==> src/logic/short_opcode_pkg.sv <==
`default_nettype none
package short_opcode_pkg;

  // ----------------------------------------------------------------
  // Opcode fields and special first bytes
  // ----------------------------------------------------------------
  localparam logic [7:0] OPC_BREAK = 8'h00;
  localparam logic [7:0] OPC_IDLE = 8'h04;
  localparam logic [7:0] OPC_UNDEFINED = 8'h7f;
  localparam logic [3:0] NIB_MOVE = 4'h0;
  localparam logic [3:0] NIB_LOGIC = 4'h1;
  localparam logic [3:0] NIB_ARITH = 4'h2;
  localparam logic [3:0] NIB_ADDR = 4'h3;
  localparam logic [3:0] NIB_BIT_CS = 4'h4;
  localparam logic [3:0] NIB_BIT_IT = 4'h5;
  localparam logic [3:0] NIB_JUMP = 4'h6;
  localparam logic [3:0] NIB_MISC = 4'h7;
  localparam logic [1:0] MODE_OTHER = 2'h0;
  localparam logic [1:0] MODE_STATIC = 2'h1;
  localparam logic [1:0] MODE_FRAME = 2'h2;
  localparam logic [1:0] MODE_ABS = 2'h3;
  localparam logic [3:0] LO_UMUL_BYTE = 4'h0;
  localparam logic [3:0] LO_UMUL_WORD = 4'h1;
  localparam logic [3:0] LO_GMOVE_BYTE = 4'h2;
  localparam logic [3:0] LO_GMOVE_WORD = 4'h3;
  localparam logic [3:0] LO_SMUL_BYTE = 4'h8;
  localparam logic [3:0] LO_SMUL_WORD = 4'h9;
  localparam logic [3:0] LO_UNDEFINED = 4'hf;

  // ----------------------------------------------------------------
  // Count of operand bytes after the first byte
  // ----------------------------------------------------------------
  localparam logic [1:0] EXTRA_NONE = 2'h0;
  localparam logic [1:0] EXTRA_ONE = 2'h1;
  localparam logic [1:0] EXTRA_TWO = 2'h2;

  // ----------------------------------------------------------------
  // Decoded types
  // ----------------------------------------------------------------
  typedef enum logic [4:0] {
    OP_BREAK = 5'h00, OP_IDLE = 5'h01, OP_MOVE_S = 5'h02, OP_AND_S = 5'h03,
    OP_OR_S = 5'h04, OP_ADD_S = 5'h05, OP_SUB_S = 5'h06, OP_COMPARE_S = 5'h07,
    OP_BIT_CLEAR = 5'h08, OP_BIT_SET = 5'h09, OP_BIT_INVERT = 5'h0a, OP_BIT_TEST = 5'h0b,
    OP_JUMP_S = 5'h0c, OP_BRANCH = 5'h0d, OP_UMUL_BYTE = 5'h0e, OP_UMUL_WORD = 5'h0f,
    OP_GMOVE_BYTE = 5'h10, OP_GMOVE_WORD = 5'h11, OP_SMUL_BYTE = 5'h12, OP_SMUL_WORD = 5'h13,
    OP_ESCAPE = 5'h14, OP_UNDEFINED = 5'h15, OP_UPPER_HALF = 5'h16
  } op_t;

  typedef enum logic [3:0] {
    FORM_NONE = 4'h0, FORM_ACC_LOW = 4'h1, FORM_ACC_HIGH = 4'h2, FORM_ADDR_ZERO = 4'h3,
    FORM_ADDR_ONE = 4'h4, FORM_STATIC_DSP8 = 4'h5, FORM_FRAME_DSP8 = 4'h6, FORM_ABSOLUTE = 4'h7,
    FORM_GENERAL = 4'h8, FORM_LABEL = 4'h9
  } form_t;

  typedef enum logic [2:0] {
    COND_UNSIGNED_GE = 3'h0, COND_UNSIGNED_GT = 3'h1, COND_EQUAL = 3'h2, COND_NEGATIVE = 3'h3,
    COND_UNSIGNED_LT = 3'h4, COND_UNSIGNED_LE = 3'h5, COND_NOT_EQUAL = 3'h6,
    COND_POSITIVE_OR_ZERO = 3'h7
  } cond_t;

  typedef struct packed {
    op_t op;
    logic word;
    form_t src;
    form_t dst;
    logic [2:0] index;
    cond_t cond;
    logic [1:0] extra_bytes;
    logic escape;
    logic undefined;
  } decode_t;

endpackage : short_opcode_pkg
`default_nettype wire

==> src/logic/short_opcode_first_byte_decoder.sv <==
// Behaviour
// - 01-03/05-07 store low/high accumulator byte
// - 08-0F load low/high accumulator byte
// - bits 1:0 pick other/static/frame/absolute
// - nibble 1 is AND low, OR high
// - nibble 2 is add low, subtract high
// - nibble 3 moves to address regs, compare
// - bit 2 picks own accumulator byte (address reg for 30-37), bits 1:0 = 00 give the opposite byte
// - nibble 4 bit clear/set, bits 2:0 bit
// - nibble 5 bit invert/test, bits 2:0 bit
// - 60-67 short jump, bits part distance
// - 68-6F conditional branches in fixed order
// - nibble 7 multiplies and general moves
// - 74-77, 7A-7E need second opcode byte
`timescale 1ns/10ps
`default_nettype none
module short_opcode_first_byte_decoder (
  input wire logic clk_i,
  input wire logic arst_n_i,
  input wire logic byte_valid_i,
  input wire logic [7:0] opcode_i,
  output logic decode_valid_o,
  output short_opcode_pkg::decode_t decode_o
);

  // ----------------------------------------------------------------
  // Operand form helpers
  // ----------------------------------------------------------------
  // Memory or other-byte operand from bits 1:0
  function automatic short_opcode_pkg::form_t mem_form(input logic [1:0] mode,
                                                       input short_opcode_pkg::form_t other);
    short_opcode_pkg::form_t f;
    f = other;
    case (mode)
      short_opcode_pkg::MODE_STATIC: f = short_opcode_pkg::FORM_STATIC_DSP8;
      short_opcode_pkg::MODE_FRAME: f = short_opcode_pkg::FORM_FRAME_DSP8;
      short_opcode_pkg::MODE_ABS: f = short_opcode_pkg::FORM_ABSOLUTE;
      default: f = other;
    endcase
    return f;
  endfunction : mem_form

  // Bytes that a form adds after the opcode
  function automatic logic [1:0] form_bytes(input short_opcode_pkg::form_t f);
    logic [1:0] n;
    n = short_opcode_pkg::EXTRA_NONE;
    case (f)
      short_opcode_pkg::FORM_STATIC_DSP8: n = short_opcode_pkg::EXTRA_ONE;
      short_opcode_pkg::FORM_FRAME_DSP8: n = short_opcode_pkg::EXTRA_ONE;
      short_opcode_pkg::FORM_ABSOLUTE: n = short_opcode_pkg::EXTRA_TWO;
      default: n = short_opcode_pkg::EXTRA_NONE;
    endcase
    return n;
  endfunction : form_bytes

  // ----------------------------------------------------------------
  // Field selection
  // ----------------------------------------------------------------
  // Upper and lower nibble, own and opposite accumulator byte
  wire logic [3:0] hi = opcode_i[7:4];
  wire logic [3:0] lo = opcode_i[3:0];
  wire short_opcode_pkg::form_t own_acc = opcode_i[2] ? short_opcode_pkg::FORM_ACC_HIGH
                                                      : short_opcode_pkg::FORM_ACC_LOW;
  wire short_opcode_pkg::form_t other_acc = opcode_i[2] ? short_opcode_pkg::FORM_ACC_LOW
                                                        : short_opcode_pkg::FORM_ACC_HIGH;
  wire short_opcode_pkg::form_t sel_form = mem_form(opcode_i[1:0], other_acc);
  wire short_opcode_pkg::form_t addr_dst = opcode_i[2] ? short_opcode_pkg::FORM_ADDR_ONE
                                                       : short_opcode_pkg::FORM_ADDR_ZERO;

  // ----------------------------------------------------------------
  // First byte decode
  // ----------------------------------------------------------------
  short_opcode_pkg::decode_t next_decode;

  // Classify by upper nibble, then low code
  always_comb
  begin
    next_decode = '0;
    next_decode.index = opcode_i[2:0];
    next_decode.cond = short_opcode_pkg::cond_t'(opcode_i[2:0]);
    case (hi)
      short_opcode_pkg::NIB_MOVE:
      begin
        next_decode.op = short_opcode_pkg::OP_MOVE_S;
        if (opcode_i == short_opcode_pkg::OPC_BREAK)
        begin
          next_decode.op = short_opcode_pkg::OP_BREAK;
        end
        else if (opcode_i == short_opcode_pkg::OPC_IDLE)
        begin
          next_decode.op = short_opcode_pkg::OP_IDLE;
        end
        else if (!lo[3])
        begin
          next_decode.src = own_acc;
          next_decode.dst = sel_form;
        end
        else
        begin
          next_decode.src = sel_form;
          next_decode.dst = own_acc;
        end
      end
      short_opcode_pkg::NIB_LOGIC, short_opcode_pkg::NIB_ARITH:
      begin
        if (hi == short_opcode_pkg::NIB_LOGIC)
        begin
          next_decode.op = lo[3] ? short_opcode_pkg::OP_OR_S : short_opcode_pkg::OP_AND_S;
        end
        else
        begin
          next_decode.op = lo[3] ? short_opcode_pkg::OP_SUB_S : short_opcode_pkg::OP_ADD_S;
        end
        next_decode.src = sel_form;
        next_decode.dst = own_acc;
      end
      short_opcode_pkg::NIB_ADDR:
      begin
        next_decode.op = lo[3] ? short_opcode_pkg::OP_COMPARE_S : short_opcode_pkg::OP_MOVE_S;
        next_decode.src = sel_form;
        next_decode.dst = lo[3] ? own_acc : addr_dst;
      end
      short_opcode_pkg::NIB_BIT_CS, short_opcode_pkg::NIB_BIT_IT:
      begin
        if (hi == short_opcode_pkg::NIB_BIT_CS)
        begin
          next_decode.op = lo[3] ? short_opcode_pkg::OP_BIT_SET : short_opcode_pkg::OP_BIT_CLEAR;
        end
        else
        begin
          next_decode.op = lo[3] ? short_opcode_pkg::OP_BIT_TEST : short_opcode_pkg::OP_BIT_INVERT;
        end
        next_decode.dst = short_opcode_pkg::FORM_STATIC_DSP8;
      end
      short_opcode_pkg::NIB_JUMP:
      begin
        next_decode.op = lo[3] ? short_opcode_pkg::OP_BRANCH : short_opcode_pkg::OP_JUMP_S;
        next_decode.dst = short_opcode_pkg::FORM_LABEL;
      end
      short_opcode_pkg::NIB_MISC:
      begin
        next_decode.src = short_opcode_pkg::FORM_GENERAL;
        next_decode.dst = short_opcode_pkg::FORM_GENERAL;
        case (lo)
          short_opcode_pkg::LO_UMUL_BYTE: next_decode.op = short_opcode_pkg::OP_UMUL_BYTE;
          short_opcode_pkg::LO_UMUL_WORD: next_decode.op = short_opcode_pkg::OP_UMUL_WORD;
          short_opcode_pkg::LO_GMOVE_BYTE: next_decode.op = short_opcode_pkg::OP_GMOVE_BYTE;
          short_opcode_pkg::LO_GMOVE_WORD: next_decode.op = short_opcode_pkg::OP_GMOVE_WORD;
          short_opcode_pkg::LO_SMUL_BYTE: next_decode.op = short_opcode_pkg::OP_SMUL_BYTE;
          short_opcode_pkg::LO_SMUL_WORD: next_decode.op = short_opcode_pkg::OP_SMUL_WORD;
          short_opcode_pkg::LO_UNDEFINED: next_decode.op = short_opcode_pkg::OP_UNDEFINED;
          default: next_decode.op = short_opcode_pkg::OP_ESCAPE;
        endcase
        next_decode.word = (lo == short_opcode_pkg::LO_UMUL_WORD) || (lo == short_opcode_pkg::LO_GMOVE_WORD)
                           || (lo == short_opcode_pkg::LO_SMUL_WORD);
        if (lo == short_opcode_pkg::LO_UNDEFINED)
        begin
          next_decode.src = short_opcode_pkg::FORM_NONE;
          next_decode.dst = short_opcode_pkg::FORM_NONE;
        end
      end
      default:
      begin
        next_decode.op = short_opcode_pkg::OP_UPPER_HALF;
      end
    endcase
    // Byte count: label, general specifier and escape each take one byte
    if ((next_decode.dst == short_opcode_pkg::FORM_LABEL) || (next_decode.dst == short_opcode_pkg::FORM_GENERAL)
        || (next_decode.op == short_opcode_pkg::OP_ESCAPE))
    begin
      next_decode.extra_bytes = short_opcode_pkg::EXTRA_ONE;
    end
    else
    begin
      next_decode.extra_bytes = 2'(form_bytes(next_decode.src) + form_bytes(next_decode.dst));
    end
    next_decode.escape = (next_decode.op == short_opcode_pkg::OP_ESCAPE);
    next_decode.undefined = (next_decode.op == short_opcode_pkg::OP_UNDEFINED);
  end

  // ----------------------------------------------------------------
  // Output register
  // ----------------------------------------------------------------
  // Hold the decode of the last accepted byte
  always_ff @(posedge clk_i or negedge arst_n_i)
  begin
    if (!arst_n_i)
    begin
      decode_valid_o <= 1'b0;
      decode_o <= '0;
    end
    else
    begin
      decode_valid_o <= byte_valid_i;
      if (byte_valid_i)
      begin
        decode_o <= next_decode;
      end
    end
  end
endmodule : short_opcode_first_byte_decoder
`default_nettype wire

==> config.mk <==
export PLATFORM = sky130hd
export DESIGN_NAME = short_opcode_first_byte_decoder
export DESIGN_NICKNAME = d
export VERILOG_FILES = /design/src/logic/short_opcode_pkg.sv /design/src/logic/short_opcode_first_byte_decoder.sv
export SDC_FILE = /design/constraint.sdc
export NUM_CORES = 1
export LEC_CHECK = 0
export ABC_CLOCK_PERIOD_IN_PS = 1100
export BUFFER_PORTS_ARGS = -buffer_cell sky130_fd_sc_hd__buf_2
export CAP_MARGIN = 10
export CORE_UTILIZATION = 28
export DETAILED_ROUTE_END_ITERATION = 8
export REMOVE_ABC_BUFFERS = 1
export SYNTH_ARGS = -nofsm -noshare
export SYNTH_HDL_FRONTEND = slang
export SYNTH_SLANG_ARGS = --single-unit
==> constraint.sdc <==
create_clock -name clk_i -period 1.1 [get_ports clk_i]
set_clock_uncertainty 0.1 [all_clocks]
set_input_delay 0.055 -clock clk_i [delete_from_list [all_inputs] [get_ports clk_i]]
set_output_delay 0.055 -clock clk_i [all_outputs]
set_load 0.1 [all_outputs]
==> flow_metrics.py <==
metrics = {
    "cts": {
        "tritoncts_clock_tree": "built",
        "worst_skew_pair_latency_ns": 0.26,
        "tritoncts.num_buffers": 3,
        "htree_levels": 1,
        "clockBufferDepth": 2,
        "tritoncts_num_sinks": 22,
        "clock_tree_root": "sky130_fd_sc_hd__clkbuf_8",
        "path_clk_slew_ns": 0.08,
    },
    "logic_synthesis": {
        "synthTopCellsByArea": "sky130_fd_sc_hd__dfrtp_1 37%, sky130_fd_sc_hd__ha_1 4.2%, sky130_fd_sc_hd__o21ai_0 4.0%",
        "synth_simple_gate_area_share": 0.209,
        "ys_dominant_reg_cell": "sky130_fd_sc_hd__dfrtp_1",
        "synth_edf_count": 0,
        "synth-async-reset-ratio": 1.00,
        "synthesis.yosys.warnings": 0,
        "yosys-mux-area-fraction": 0.0378,
        "synth_top_family_by_area": "compound AO/OA/AOI/OAI gates",
        "synth_cell_types": 51,
        "fraction_of_the_mapped_netlist_area_in_adder_cells": 0.0421,
        "post-synth-top-area-fraction": 0.370,
        "postSynthRegisterBits": 22,
        "syn_area_per_cell_um2": 8.96,
        "synth_xor_area_frac": 0.0118,
        "mappedNetlistArea_um2": 1490,
        "synth_compound_gate_area_share": 0.228,
        "synth_cells": 166,
        "synth_top_cell_by_area": "sky130_fd_sc_hd__dfrtp_1",
        "synth_sequential_area_ratio": 0.370,
    },
    "place": {
        "io_buffers": 35,
        "post_dp_hpwl_um": 3350,
        "gp_congestion": 0.900,
        "pre_cts_ws_ns": -1.16,
    },
    "cells_and_area": {
        "finish.net_count": 261,
        "n_fill_cell": 435,
        "area.growth.synth_to_final_pct": 92.1,
        "fin_util": 0.560,
        "layout-drive-gt1-share": 0.570,
        "antenna-diode-count": 0,
    },
    "routing": {
        "routed_wire_length_per_instance_um": 15.9,
        "starting_drt_drc_count": 45,
        "number_of_optimization_iterations_in_the_first_detailed_route_pass": 4,
        "vias_per_cell": 4.95,
        "routed_wl_um": 4980,
        "final_antenna_net_count": 0,
        "drt_drc_violations_left": 0,
        "routed-via-count": 1555,
    },
    "critical_path": {
        "r2r_setup_slack_ns": 0.15,
        "critPathTopFamily": "compound AO/OA/AOI/OAI gates",
        "critical_path_required_ns": 1.17,
        "setup.worst_path.class": "input pin to flop",
        "critical_path.max_fanout": 9,
        "cp_slowest_cell": "sky130_fd_sc_hd__o32ai_1",
        "timing.critical_path.arrival_ns": 1.87,
        "worstPathCellList": "buf_2 > buf_4 > nand2b_1 > a22oi_2 > a32oi_2 > nor3_1 > and3b_1 > ha_2 > xor2_2 > o31a_1 > o32ai_1",
        "startpoint_type": "input pin",
        "worst_setup_end_kind": "flop",
        "critical_path_buf_inv_count": 2,
        "cp_slowest_stage_delay_ns": 0.24,
    },
    "die": {
        "ioPinCount": 36,
        "number_of_rows_in_the_core_area": 26,
        "design.die.area_um2": 5610,
        "die_h_um": 74.9,
        "initial_utilization": 0.291,
        "dieWidth_um": 74.9,
        "core_box_area_um2": 5110,
    },
    "timing": {
        "fin_ws_ns": -0.702,
        "clock.fmax_ghz": 0.555,
        "tightest_slew_ns": 0.530,
        "finalSetupViolations": 9,
        "timing.final.max_slew_violations": 0,
        "fin_crit_sh": 1.64,
        "final_period_minus_worst_setup_slack_ns": 1.80,
        "timing.slew.headroom": 0.647,
        "setup_repair_after_global_routing_missed_its_margin": "true",
        "finalHoldViolCount": 0,
    },
    "global_route": {
        "track_usage": 0.187,
        "grt_pass1_vias": 1623,
        "initial_antenna_violation_count": 0,
        "globalRouteOverflowTotal": 0,
        "grt_first_pass_wirelength_um": 7910,
        "grt_start_max_net_pins": 23,
    },
    "power_and_ir_drop": {
        "pwr_density_cell_nw_per_um2": 1110,
        "p_leak_nw": 1.22,
        "irDropWorstVdd_uv": 1090,
    },
    "run_status": {
        "result_of_the_run": "finished with violations",
        "violations": "negative setup slack",
    },
    "flow_run": {
        "max_cap_viol_count": 0,
    },
    "min_path": {
        "worst_hold_path_type": "input pin to flop",
    },
}
[layout make-up]
| type | instances | area [um2] | share of cell area |
|---|---|---|---|
| timing repair buffer | 90 | 1070 | 0.376 |
| multi-input combinational | 119 | 1030 | 0.361 |
| sequential | 22 | 551 | 0.193 |
| tap | 70 | 87.6 | 0.0306 |
| inverter | 9 | 43.8 | 0.0153 |
| clock buffer | 3 | 41.3 | 0.0144 |
| clock inverter | 1 | 30.0 | 0.0105 |
[metrics by stage]
step	cell area, um2	power (mW)	hold WS (ns)	cells	setup TNS, ns
after floorplan	1370	1.63	-0.341	150	-10.65
after global placement	2400	2.27	-0.0378	305	-7.75
after detailed placement	2400	2.27	-0.0366	305	-8.00
after CTS	2660	3.10	0.00712	314	-2.52
after global routing	2860	3.30	0.0396	314	-3.01
final	2860	3.18	0.0221	314	-2.34
[cells in the mapped netlist (all sizes together), types with 3 or more instances]
cell type  count
nand3          3
o21ai         12
nand2         13
o221ai         3
nand4          3
nor3           7
nor2          15
ha             5
buf           14
a31oi          3
a21oi          9
mux2           5
nor2b          5
inv            8
dfrtp         22
nand2b         5
o2bb2ai        3
[repair_timing]
item / CTS / global route
hold buffers: 1 / 0
endpoints found under the hold margin: 22 / 0
pin swaps: 15 / 11
resized for setup: 42 / 43
setup buffers: 6 / 0
endpoints found under the setup margin: 15 / 20
[cells by family (layout without fill, tap and decap cells)]
family | Yosys count | in the layout
buffers and inverters | 25 | 103
adders and majority gates | 5 | 5
xor gates and xnor gates | 2 | 2
muxes | 5 | 5
AOI/OAI and AO/OA | 48 | 48
and+or+nand+nor | 59 | 59
DFF | 22 | 22
[worst paths after layout]
check                               endpoint         start  depth (start not counted)
worst max-delay path             decode_o[3]   opcode_i[1]                         11
worst min-delay path            decode_o[22]  byte_valid_i                          2
worst max register to register   decode_o[4]   decode_o[4]                          1
worst min register to register  decode_o[18]  decode_o[18]                          1
max in group asynchronous        decode_o[4]      arst_n_i                          2
min in group asynchronous       decode_o[22]      arst_n_i                          2
[metal layers]
| metal | track usage | share of wire |
|---|---|---|
| met5 | 0 | 0 |
| met4 | 0.0419 | 0.0062 |
| met3 | 0.0348 | 0.046 |
| met2 | 0.333 | 0.51 |
| met1 | 0.235 | 0.44 |
[registers in the layout, summed over array words and instances (netlist names)]
signal,count
decode_o,21
decode_valid_o,1
[cells in the final DEF (no fill, tap or decap), drive strengths merged, types with 2 or more instances in the layout]
cell type	n
nand3	3
or2	2
o221ai	3
nand2	13
buf	89
nor2b	5
o2bb2ai	3
nor2	15
nor3	7
mux2	5
o21ai	12
nand2b	5
a31oi	3
inv	8
dfrtp	22
ha	5
a21oi	9
a32oi	2
clkbuf	3
nand4	3
[power by group]
group	leakage, nW	switching [mW]	internal, mW	total, mW
sequential	0.278	0.0738	0.867	0.941
combinational	0.908	0.883	0.596	1.48
clock	0.0357	0.276	0.486	0.762
Power figures use the tool's default switching activity.
